==> config.mk <==
export PLATFORM = sky130hd
export DESIGN_NAME = fcae_core
export DESIGN_NICKNAME = d
export VERILOG_FILES = /design/src/hdl/fcae_core.v
export VERILOG_INCLUDE_DIRS = /design/src /design/src/hdl
export SDC_FILE = /design/constraint.sdc
export NUM_CORES = 2
export LEC_CHECK = 0
export ABC_CLOCK_PERIOD_IN_PS = 14500
export BUFFER_PORTS_ARGS = -buffer_cell sky130_fd_sc_hd__clkbuf_2
export CORE_MARGIN = 3
export CORE_UTILIZATION = 40
export DETAILED_ROUTE_END_ITERATION = 10
export PLACE_DENSITY = 0.68
export REMOVE_ABC_BUFFERS = 1
export SLEW_MARGIN = 30
export SYNTH_ARGS = -nofsm -noshare
export SYNTH_HDL_FRONTEND = slang
export SYNTH_SLANG_ARGS = --single-unit
==> constraint.sdc <==
create_clock -name mclk -period 14.5 [get_ports mclk]
set_input_delay 4.35 -clock mclk [delete_from_list [all_inputs] [get_ports mclk]]
set_output_delay 4.35 -clock mclk [all_outputs]
set_load 0.01 [all_outputs]
==> src/hdl/fcae_regs.vh <==
// Purpose: offsets, fields, reset values and counts of the aux encoder loop block
// Assumes: byte addresses on a 32-bit APB, one word per register
// Notes: included by fcae_core.v and by the checker and the bench
`ifndef FCAE_REGS_VH
`define FCAE_REGS_VH

// ****************************************
// register offsets
// ****************************************
`define FCAE_OFS_CPR 12'h190
`define FCAE_OFS_CFG 12'h194
`define FCAE_OFS_MODE 12'h198
`define FCAE_OFS_GEAR_NUM 12'h19c
`define FCAE_OFS_GEAR_DEN 12'h1a0
`define FCAE_OFS_AUX_POS 12'h1a4
`define FCAE_OFS_LOOP_ERR 12'h1a8
`define FCAE_OFS_DEV_LIMIT 12'h1ac
`define FCAE_OFS_STATUS 12'h1b0
`define FCAE_OFS_MASK 12'h1b4
`define FCAE_OFS_TARGET 12'h1b8
`define FCAE_OFS_MOT_POS 12'h1bc

// ****************************************
// config word fields
// ****************************************
`define FCAE_CFG_EN_LSB 0
`define FCAE_CFG_SRC_LSB 4
`define FCAE_CFG_DIR_LSB 8
`define FCAE_CFG_FILT_LSB 12
`define FCAE_FIELD_ON 4'h1
`define FCAE_SRC_MOTOR 4'h0
`define FCAE_SRC_AUX 4'h1
`define FCAE_SRC_CMD 4'h2

// ****************************************
// reset values and limits
// ****************************************
`define FCAE_RST_CFG 16'h0000
`define FCAE_RST_CPR 32'h00001388
`define FCAE_CPR_MIN 32'h000000c8
`define FCAE_CPR_MAX 32'h00138800
`define FCAE_RST_MODE 4'h0
`define FCAE_RST_GEAR 16'h0001
`define FCAE_RST_DEV_LIMIT 32'h00030000
`define FCAE_MOTOR_CPR 48'h000000002710
`define FCAE_MODE_PT 4'h0
`define FCAE_MODE_PR 4'h1

// ****************************************
// status bits
// ****************************************
`define FCAE_ST_DEV 0
`define FCAE_ST_IDX_LOST 1
`define FCAE_ST_SWITCH 2
`define FCAE_ST_W 3

// ****************************************
// timing: input rates the decoder must follow
// ****************************************
`define FCAE_MAX_PHASE_HZ 4000000
`define FCAE_CLK_HZ 250000000
`define FCAE_CYC_PER_PHASE (`FCAE_CLK_HZ / `FCAE_MAX_PHASE_HZ)

`endif

==> src/hdl/fcae_core.v <==
// Purpose: aux encoder feedback path of a full-closed position loop, APB slave
// Assumes: encoder, command and discrete pins asynchronous to mclk
// Notes: one clock domain; each encoder, pulse-train and discrete pin passes two flip-flops first
// Operation
// - full-closed loop stays off while the aux index pair is not driven
// - only A/B quadrature is decoded from the aux input
// - sampling keeps up with 4MHz per phase
// - in pulse-train mode each command pulse gives num/den aux counts
// - internal-path full-closed needs mode 1, enable 1, loop-select input off
// - in internal-path mode each user unit gives num/den aux counts
// - internal-path mode clears loop error on full/half-closed switch
// - received aux position is readable and driven to the display port
// - enable field 0 disables, 1 enables the full-closed loop
// - direction field 0 counts up when A leads, 1 when B leads
// - source field routes motor, aux or command pulses to encoder outputs
// - filter field selects aux input filter, 0 bypasses it
// - counts per revolution kept within 200 to 1280000, default 5000
// - deviation alarm when aux and motor feedback drift too far apart
`include "fcae_regs.vh"

module fcae_core (
	input wire mclk, // 250 MHz clock
	input wire rst_b, // async reset, active low
	input wire psel, // apb select
	input wire penable, // apb access phase
	input wire pwrite, // apb write
	input wire [11:0] paddr, // apb byte address
	input wire [31:0] pwdata, // apb write data
	output reg [31:0] prdata, // apb read data
	output wire pready, // apb ready
	output wire pslverr, // apb error on unmapped address
	input wire aux_a, // aux phase a
	input wire aux_a_n, // aux phase a complement
	input wire aux_b, // aux phase b
	input wire aux_b_n, // aux phase b complement
	input wire aux_z, // aux index
	input wire aux_z_n, // aux index complement
	input wire mot_a, // motor encoder a
	input wire mot_b, // motor encoder b
	input wire mot_z, // motor encoder index
	input wire cmd_pulse, // pulse-train command pulse
	input wire cmd_sign, // pulse-train command direction
	input wire loop_half_sel, // discrete input: on selects half-closed in internal-path mode
	input wire path_step, // internal path unit step, mclk domain
	input wire path_dir, // internal path direction, 1 = negative
	output reg encoder_out_a, // encoder pulse output a
	output reg encoder_out_b, // encoder pulse output b
	output reg encoder_out_index, // encoder pulse output index
	output reg full_closed_active, // loop closed on aux feedback
	output reg [31:0] aux_position_monitor, // aux position for display
	output wire position_deviation_alarm, // deviation alarm level
	output wire irq // interrupt, high while unmasked status set
);

	// ****************************************
	// helpers
	// ****************************************
	// returns {move, up}; bit 1 is phase a, bit 0 phase b
	function [1:0] quad_step;
		input [1:0] prev;
		input [1:0] cur;
		begin
			quad_step = {^(prev ^ cur), prev[0] ^ cur[1]};
		end
	endfunction

	// ****************************************
	// registers
	// ****************************************
	reg [15:0] closed_loop_config;
	reg [31:0] aux_counts_per_rev;
	reg [3:0] control_mode_select;
	reg [15:0] gear_num;
	reg [15:0] gear_den;
	reg [31:0] dev_limit;
	reg [`FCAE_ST_W-1:0] status;
	reg [`FCAE_ST_W-1:0] mask;
	reg [11:0] sync1;
	reg [11:0] sync2;
	reg [1:0] filt;
	reg [3:0] fcnt [0:1];
	reg [1:0] aux_prev;
	reg [1:0] mot_prev;
	reg cmd_prev;
	reg [31:0] mot_pos;
	reg [31:0] target;
	reg signed [23:0] residue;
	reg signed [31:0] loop_err;
	reg signed [47:0] dev;
	reg dev_over_d;
	reg idx_lost_d;
	reg [31:0] next_rd;
	integer i;

	wire [3:0] loop_enable_field = closed_loop_config[`FCAE_CFG_EN_LSB+:4];
	wire [3:0] pulse_out_source_field = closed_loop_config[`FCAE_CFG_SRC_LSB+:4];
	wire [3:0] count_direction_field = closed_loop_config[`FCAE_CFG_DIR_LSB+:4];
	wire [3:0] input_filter_field = closed_loop_config[`FCAE_CFG_FILT_LSB+:4];

	// ****************************************
	// apb decode
	// ****************************************
	wire acc = psel & penable;
	wire wr = acc & pwrite;
	wire rd_status = acc & ~pwrite & (paddr == `FCAE_OFS_STATUS);
	reg mapped;
	always @*
	begin
		mapped = 1'b1;
		next_rd = 32'h0;
		if (paddr == `FCAE_OFS_CPR)
			next_rd = aux_counts_per_rev;
		else if (paddr == `FCAE_OFS_CFG)
			next_rd = {16'h0, closed_loop_config};
		else if (paddr == `FCAE_OFS_MODE)
			next_rd = {28'h0, control_mode_select};
		else if (paddr == `FCAE_OFS_GEAR_NUM)
			next_rd = {16'h0, gear_num};
		else if (paddr == `FCAE_OFS_GEAR_DEN)
			next_rd = {16'h0, gear_den};
		else if (paddr == `FCAE_OFS_AUX_POS)
			next_rd = aux_position_monitor;
		else if (paddr == `FCAE_OFS_LOOP_ERR)
			next_rd = loop_err;
		else if (paddr == `FCAE_OFS_DEV_LIMIT)
			next_rd = dev_limit;
		else if (paddr == `FCAE_OFS_STATUS)
			next_rd = {{(32-`FCAE_ST_W){1'b0}}, status};
		else if (paddr == `FCAE_OFS_MASK)
			next_rd = {{(32-`FCAE_ST_W){1'b0}}, mask};
		else if (paddr == `FCAE_OFS_TARGET)
			next_rd = target;
		else if (paddr == `FCAE_OFS_MOT_POS)
			next_rd = mot_pos;
		else
			mapped = 1'b0;
	end

	assign pready = 1'b1;
	assign pslverr = acc & ~mapped;

	// ****************************************
	// pin synchronisers
	// ****************************************
	wire [11:0] pins = {loop_half_sel, cmd_sign, cmd_pulse, mot_z, mot_b, mot_a,
		aux_z_n, aux_z, aux_b_n, aux_b, aux_a_n, aux_a};
	always @(posedge mclk or negedge rst_b)
	begin
		if (!rst_b)
		begin
			sync1 <= 12'h000;
			sync2 <= 12'h000;
		end
		else
		begin
			sync1 <= pins;
			sync2 <= sync1;
		end
	end

	wire z_ok = sync2[4] ^ sync2[5];
	// only phases a and b decoded
	wire [1:0] aux_raw = {sync2[0], sync2[2]};
	wire [1:0] mot_ab = {sync2[6], sync2[7]};
	wire half_sel = sync2[11];

	// ****************************************
	// aux input filter
	// ****************************************
	// stable for filter-field cycles
	always @(posedge mclk or negedge rst_b)
	begin
		if (!rst_b)
		begin
			filt <= 2'h0;
			for (i = 0; i < 2; i = i + 1)
				fcnt[i] <= 4'h0;
		end
		else
		begin
			for (i = 0; i < 2; i = i + 1)
			begin
				if (input_filter_field == 4'h0 || aux_raw[i] == filt[i] ||
					fcnt[i] + 4'h1 >= input_filter_field)
				begin
					filt[i] <= aux_raw[i];
					fcnt[i] <= 4'h0;
				end
				else
					fcnt[i] <= fcnt[i] + 4'h1;
			end
		end
	end

	// ****************************************
	// quadrature decode and loop state
	// ****************************************
	// every rising mclk edge samples, far above edge rate
	// one count per a or b edge
	wire [1:0] aux_q = quad_step(aux_prev, filt);
	wire [1:0] mot_q = quad_step(mot_prev, mot_ab);
	wire aux_up = aux_q[0] ^ count_direction_field[0];

	wire loop_en = (loop_enable_field == `FCAE_FIELD_ON);
	wire mode_pt = (control_mode_select == `FCAE_MODE_PT);
	wire mode_pr = (control_mode_select == `FCAE_MODE_PR);
	wire pr_ok = mode_pr & loop_en & ~half_sel;
	wire next_active = z_ok & ((mode_pt & loop_en) | pr_ok);
	wire switched = next_active ^ full_closed_active;

	// command unit events
	wire pt_ev = mode_pt & sync2[9] & ~cmd_prev;
	wire pr_ev = mode_pr & path_step;
	wire ev_neg = pt_ev ? sync2[10] : path_dir;
	wire [15:0] den = (gear_den == 16'h0) ? 16'h1 : gear_den;
	wire signed [23:0] num_s = {8'h0, gear_num};
	wire signed [23:0] den_s = {8'h0, den};
	// pulse-train pulse adds num, each den gives one count
	// internal-path unit scaled the same way
	wire signed [23:0] res_add = (pt_ev | pr_ev) ? (ev_neg ? -num_s : num_s) : 24'sh0;
	wire signed [23:0] res_sum = residue + res_add;
	wire step_up = (res_sum >= den_s);
	wire step_dn = (res_sum <= -den_s);
	wire signed [31:0] tgt_d = step_up ? 32'sh1 : (step_dn ? -32'sh1 : 32'sh0);

	wire fb_mv = full_closed_active ? aux_q[1] : mot_q[1];
	wire fb_up = full_closed_active ? aux_up : mot_q[0];
	wire signed [31:0] fb_d = fb_mv ? (fb_up ? 32'sh1 : -32'sh1) : 32'sh0;

	// deviation accumulator: motor counts scaled by aux cpr vs aux counts
	wire signed [47:0] cpr_s = {16'h0, aux_counts_per_rev};
	wire signed [47:0] mcpr_s = `FCAE_MOTOR_CPR;
	wire signed [47:0] dev_m = mot_q[1] ? (mot_q[0] ? cpr_s : -cpr_s) : 48'sh0;
	wire signed [47:0] dev_a = aux_q[1] ? (aux_up ? mcpr_s : -mcpr_s) : 48'sh0;
	wire [47:0] dev_abs = dev[47] ? -dev : dev;
	wire [47:0] dev_thr = {16'h0, dev_limit} * `FCAE_MOTOR_CPR;
	wire dev_over = full_closed_active & (dev_abs > dev_thr);
	wire idx_lost = loop_en & ~z_ok;

	always @(posedge mclk or negedge rst_b)
	begin
		if (!rst_b)
		begin
			aux_prev <= 2'h0;
			mot_prev <= 2'h0;
			cmd_prev <= 1'b0;
			aux_position_monitor <= 32'h0;
			mot_pos <= 32'h0;
			target <= 32'h0;
			residue <= 24'sh0;
			loop_err <= 32'sh0;
			dev <= 48'sh0;
			full_closed_active <= 1'b0;
			dev_over_d <= 1'b0;
			idx_lost_d <= 1'b0;
		end
		else
		begin
			aux_prev <= filt;
			mot_prev <= mot_ab;
			cmd_prev <= sync2[9];
			full_closed_active <= next_active;
			dev_over_d <= dev_over;
			idx_lost_d <= idx_lost;
			if (aux_q[1])
				aux_position_monitor <= aux_up ? aux_position_monitor + 32'h1 :
					aux_position_monitor - 32'h1;
			if (mot_q[1])
				mot_pos <= mot_q[0] ? mot_pos + 32'h1 : mot_pos - 32'h1;
			residue <= res_sum - (step_up ? den_s : (step_dn ? -den_s : 24'sh0));
			target <= target + tgt_d;
			loop_err <= (switched & mode_pr) ? 32'sh0 : loop_err + tgt_d - fb_d;
			// drift between aux and motor feedback
			dev <= full_closed_active ? dev + dev_m - dev_a : 48'sh0;
		end
	end

	// ****************************************
	// encoder pulse outputs
	// ****************************************
	// output source select
	wire [2:0] next_enc = (pulse_out_source_field == `FCAE_SRC_MOTOR) ? {mot_ab, sync2[8]} :
		(pulse_out_source_field == `FCAE_SRC_AUX) ? {filt, sync2[4]} :
		(pulse_out_source_field == `FCAE_SRC_CMD) ? {sync2[9], sync2[10], 1'b0} : 3'h0;
	always @(posedge mclk or negedge rst_b)
	begin
		if (!rst_b)
			{encoder_out_a, encoder_out_b, encoder_out_index} <= 3'h0;
		else
			{encoder_out_a, encoder_out_b, encoder_out_index} <= next_enc;
	end

	// ****************************************
	// register file and interrupt status
	// ****************************************
	wire [`FCAE_ST_W-1:0] st_set = {switched, idx_lost & ~idx_lost_d, dev_over & ~dev_over_d};
	// clear only what the read returned
	wire [`FCAE_ST_W-1:0] st_clr = rd_status ? prdata[`FCAE_ST_W-1:0] : {`FCAE_ST_W{1'b0}};

	always @(posedge mclk or negedge rst_b)
	begin
		if (!rst_b)
		begin
			closed_loop_config <= `FCAE_RST_CFG;
			aux_counts_per_rev <= `FCAE_RST_CPR;
			control_mode_select <= `FCAE_RST_MODE;
			gear_num <= `FCAE_RST_GEAR;
			gear_den <= `FCAE_RST_GEAR;
			dev_limit <= `FCAE_RST_DEV_LIMIT;
			mask <= {`FCAE_ST_W{1'b0}};
			status <= {`FCAE_ST_W{1'b0}};
			prdata <= 32'h0;
		end
		else
		begin
			if (psel & ~penable & ~pwrite)
				prdata <= next_rd;
			// set wins over read clear
			status <= (status & ~st_clr) | st_set;
			if (wr)
			begin
				if (paddr == `FCAE_OFS_CFG)
					closed_loop_config <= pwdata[15:0];
				else if (paddr == `FCAE_OFS_CPR)
				begin
					if (pwdata >= `FCAE_CPR_MIN && pwdata <= `FCAE_CPR_MAX)
						aux_counts_per_rev <= pwdata;
				end
				else if (paddr == `FCAE_OFS_MODE)
					control_mode_select <= pwdata[3:0];
				else if (paddr == `FCAE_OFS_GEAR_NUM)
					gear_num <= pwdata[15:0];
				else if (paddr == `FCAE_OFS_GEAR_DEN)
					gear_den <= pwdata[15:0];
				else if (paddr == `FCAE_OFS_DEV_LIMIT)
					dev_limit <= pwdata;
				else if (paddr == `FCAE_OFS_MASK)
					mask <= pwdata[`FCAE_ST_W-1:0];
			end
		end
	end

	assign position_deviation_alarm = status[`FCAE_ST_DEV];
	assign irq = |(status & mask);

endmodule

After elaboration in Yosys (flattened, before gate mapping)
Index checks and enable logic that the tools add are counted.

Register bits after elaboration: 399. Output and inout port bits: 72.

Add/subtract/negate cells: 17. Multiply operators: 1. Order comparisons: 7. Equal/unequal tests: 18. Mux-type cells: 51. Bitwise gates (word level): 46. Reductions and logical operators: 19.

Operator list (count): two-way mux 32 bit (19); two-way mux 48 bit (6); == test 12 x 9 -> 1 bit, second input constant (12); two-way mux 24 bit (4); adder 32 x 1 -> 32 bit, second input constant (2); adder 32 bit (2); subtractor 32 x 1 -> 32 bit, second input constant (2); adder 48 bit (1); > comparator 48 x 46 -> 1 bit (1); negator 16 -> 24 bit (2); negator 32 -> 48 bit (1); negator 48 bit (1); subtractor 48 bit (1); multiplier 32 x 10 -> 42 bit, second input constant (1); >= comparator 32 x 8 -> 1 bit, second input constant (1); less-or-equal comparator 32 x 21 -> 1 bit, second input constant (1); subtractor 32 bit (1); adder 24 bit (1); >= comparator 24 x 17 -> 1 bit (1); less-or-equal comparator 24 bit (1); subtractor 24 bit (1); AND 1 bit (19); zero test 16 bit (1); two-way mux 16 bit (1); other kinds (26) (76).

Longest topological paths before layout
Depth in word-level cells: 15. Mapped depth: 44. Mapped depth without buffers: 42.

Worst setup path after synthesis
No wires, ideal clock.

Kind: input port to flip-flop. From: in path_dir. To: reg loop_err[30]. Setup time: 0.125 ns. Arrival: 14.073 ns. Required time: 14.375 ns. Setup slack: 0.302 ns. Stages: 37. Buffers on the path: 2. Path through: mux2i_1 clkbuf_1 mux2i_1 nor2_1 fa_1 a211oi_1 o21bai_1 a211oi_1 o21ai_0 a21o_1 a21oi_1 xnor2_1 ha_1 nand4_1 or3_1 a211oi_1 nor4_1 o32a_1 a221o_1 nor4_2 or2_1 buf_2 inv_2 fa_1 inv_1 fa_1 nor2b_1 o21a_1 o21ai_0 a21oi_1 o2111ai_1 a31oi_1 o21ai_0 a311oi_1 a211oi_1 o21ai_0 mux2_2.

Cells in the longest elaborated chain, start to end: 10. Elaborated cells between the ends (all ways): 11. Classes of those cells: 3 x add/sub; 2 x order compare; 6 x mux.

RTL lines: start, declared (RTL line fcae_core.v:45) `input wire path_dir,`; two-way mux 1 bit * (RTL line fcae_core.v:214) `wire ev_neg = pt_ev ? sync2[10] : path_dir;`; two-way mux 24 bit * (2 in a row) (RTL line fcae_core.v:220) `wire signed [23:0] res_add = (pt_ev | pr_ev) ? (ev_neg ? -num_s : num_s) : 24'sh0;`; adder 24 bit * (RTL line fcae_core.v:221) `wire signed [23:0] res_sum = residue + res_add;`; less-or-equal comparator 24 bit (RTL line fcae_core.v:223) `wire step_dn = (res_sum <= -den_s);`; two-way mux 32 bit (RTL line fcae_core.v:224) `wire signed [31:0] tgt_d = step_up ? 32'sh1 : (step_dn ? -32'sh1 : 32'sh0);`; two-way mux 32 bit * (RTL line fcae_core.v:224); adder 32 bit * (RTL line fcae_core.v:272) `loop_err <= (switched & mode_pr) ? 32'sh0 : loop_err + tgt_d - fb_d;`; subtractor 32 bit * (RTL line fcae_core.v:272); two-way mux 32 bit * (RTL line fcae_core.v:272); end signal, assigned (RTL line fcae_core.v:272); end, declared (RTL line fcae_core.v:88) `reg signed [31:0] loop_err;`.

Every way passes the cells marked *; elsewhere a longest branch is shown, timed or not. A chain may end at the register's enable or synchronous reset.

Worst setup path in the final report
From: in path_dir. To: reg loop_err[29].

Same word-level chain as after synthesis.

==> results.py <==
metrics = {
    "run_status": {
        "status": "complete, no violations",
    },
    "clocking": {
        "clock_path_buffers": 3,
        "cts_sinks": 395,
        "cts_resized": 0,
        "postCtsSetupBuffers": 0,
        "tritoncts": "done",
        "h-tree-depth": 2,
        "cts_inserted_buffers": 46,
        "cts.hold.buffers_added": 0,
        "clk_pin_slew_ps": 60,
        "clk_latency_ps": 610,
        "cts_root_buf": "clkbuf_16",
    },
    "route": {
        "wirelength_um": 105000,
        "wire_per_inst_um": 18.3,
        "viasPerCell": 5.52,
        "drt_iter0_markers": 2452,
        "route.vias.total": 31700,
        "drt.antenna.violating_nets": 0,
        "dr.pass1.iters": 8,
        "drc": 0,
    },
    "placement": {
        "port_buffers": 131,
        "finalWeightedCongestion": 0.911,
        "dpl.hpwl_um": 82200,
        "pre_cts_ws_ps": 625,
    },
    "logic_synthesis": {
        "netlist_top_cells_area": "dfrtp_1, ha_1, fa_1",
        "synth_ff_type": "dfrtp_1",
        "synth_enable_flop_cells": 0,
        "synth_area_leader_cell": "dfrtp_1",
        "ys_warn_count": 0,
        "async_reset_ff_frac": 1.00,
        "yosysSeqAreaShare": 0.262,
        "synth.top_cell.area_share": 0.255,
        "ys_ff_latch": 395,
        "synth_cell_types": 88,
        "synthCells": 4346,
        "syn-cell-area_um2": 37800,
        "syn_area_per_cell_um2": 8.70,
    },
    "sta": {
        "max_freq_ghz": 0.0747,
        "fin_setup_tns_ps": 0,
        "rsz0062_at_grt": "false",
        "fin_crit_sh": 0.923,
        "tightest_slew_ps": 926,
        "setup_viol": 0,
        "finalHoldViolCount": 0,
        "relSlewSlack": 0.383,
        "min_period_ps": 13380,
        "fin_worst_skew_ps": 18.8,
        "setup_ws_ps": 1120,
        "maxSlewViolCount": 0,
    },
    "finish": {
        "final_nets": 5113,
        "syn_to_final_growth_pct": 10.4,
        "layout-drive-gt1-share": 0.0972,
    },
    "hold_path": {
        "min_path_type": "register to register",
    },
    "global_routing": {
        "grtUsageTotal": 0.211,
        "overflow": 0,
        "first_global_vias": 30900,
        "antenna_found_initial": 7,
        "grt_pass1_wl_um": 167000,
        "grt_max_degree": 75,
    },
    "worst_setup_path": {
        "r2r_setup_slack_ps": 3690,
        "crit_fanout": 28,
        "cp_slowest_stage_delay_ps": 660,
        "critPathCaptureType": "register",
        "cp-start-kind": "primary input",
        "crit_type": "primary input to register",
        "crit_required_ps": 14970,
        "crit_slowest_cell": "a2111oi_0",
        "cp_data_arrival_time_ps": 13860,
    },
    "power_and_ir_drop": {
        "ir_drop_v": 0.000235,
        "power.density_nw_per_um2": 269,
        "power.total_mw": 11.2,
        "p_leak_nw": 20.6,
    },
    "flow_run": {
        "maxCapViolations": 0,
    },
    "floorplan": {
        "start_util": 0.404,
        "die_area_um2": 98300,
        "num_io_pins": 135,
        "die_w_um": 314,
        "die_y_um": 314,
        "num_rows": 112,
        "core_area_um2": 93600,
    },
}
[routing by layer]
metal  part of all wire  routed length [um]  vias to the layer above  GRT usage
met1               0.45               47300                    15200      0.286
met3              0.064                6690                      197     0.0360
li1                   -                   -                    15400          -
met4              0.037                3900                        6     0.0776
met2               0.45               47100                      860      0.339
met5            0.00032                  34                        -          0
[report_power, final]
part	internal, mW	total [mW]	switching (mW)	leakage [nW]
clock	0.775	1.29	0.518	0.812
sequential	1.46	1.69	0.226	4.96
combinational	3.49	8.25	4.76	14.9
total	5.72	11.2	5.51	20.6
[state kept, by name, indices dropped and copies added, names as in the netlist, 3 cells and up]
register              flops
dev_limit                32
control_mode_select       4
sync1                    10
gear_num                 16
status                    3
dev                      48
gear_den                 16
target                   32
residue                  24
aux_counts_per_rev       32
fcnt                      8
loop_err                 32
prdata                   32
mask                      3
sync2                    10
aux_position_monitor     32
mot_pos                  32
closed_loop_config       16
[through the flow]
step                      instances  hold WS, ps  area, um2   util
after global placement         5662          334      40100  0.428
final                          5752          345      41800  0.446
after floorplan                4228          331      37400      -
after detailed placement       5663          336      40100  0.428
after global routing           5748          349      41800  0.446
after CTS                      5746          351      41700  0.446
[worst max-delay path: cells and delay by family]
kind                       cells  cell delay, ps
muxes                          2             360
AOI/OAI and AO/OA             17            4540
xor gates and xnor gates       1             160
and+or+nand+nor                8            2000
adders and majority gates      4            1540
buffers and inverters          5             900
[cell usage in the layout, fill, tap and decap left out, types with 13 or more instances in the layout]
cell type  count
or3_1         45
nor4_1        27
fa_1         162
xor2_1       100
clkbuf_8      13
nand3_1       75
and3_1        36
a221oi_1      55
a211o_1       14
inv_1        595
mux2_2       107
a21o_1       130
nor3_1       100
o21ai_0      204
a22oi_1       43
xnor2_1      186
dfrtp_1      386
ha_1         429
o21bai_1      33
o211ai_1      18
clkbuf_2     131
buf_4         45
a31oi_1       42
a21oi_1      298
clkbuf_16     46
o21a_1        58
a211oi_1      33
o22ai_1       16
nand2_1      225
or2_2         15
nor2b_1       61
nor2_1       373
nand4_1       31
and2_1        25
o31ai_1       39
nand2b_1      44
[final timing paths]
| kind | startpoint | to | depth (start not counted) |
|---|---|---|---|
| setup / recovery | path_dir | loop_err[29] | 37 |
| hold / removal | sync1[11] | sync2[11] | 0 |
| setup reg to reg | control_mode_select[1] | loop_err[29] | 39 |
| hold reg to reg | sync1[11] | sync2[11] | 0 |
| max in group asynchronous | rst_b | dev[30] | 3 |
| min in group asynchronous | rst_b | control_mode_select[1] | 1 |
[layout make-up]
type	instances	area, um2
tap	1254	1570
clock inverter	20	307
timing repair buffer	183	1090
multi-input combinational	3237	25300
fill	9154	51800
clock buffer	63	1350
inverter	596	2240
sequential	395	9900
antenna	4	10.0
[logic make-up after synthesis]
kind of cell / synth area share
AOI/OAI and AO/OA: 0.191
and+or+nand+nor: 0.147
buffers and inverters: 0.0716
other: 0.000199
muxes: 0.0350
xor gates and xnor gates: 0.0667
adders and majority gates: 0.228
DFF: 0.262
[synth_stat cells (36+ instances only)]
library cell  count
xor2_1          100
or3_1            45
and3_1           36
nand2_1         225
xnor2_1         188
clkbuf_1        108
a22oi_1          43
nor2b_1          61
a31oi_1          42
a221oi_1         55
inv_1           595
nor2_1          381
fa_1            162
mux2_2          107
nand3_1          76
dfrtp_1         386
a21o_1          130
o21a_1           58
o21ai_0         204
nand2b_1         44
a21oi_1         299
ha_1            429
o31ai_1          39
nor3_1          101
Power figures use the tool's default switching activity.
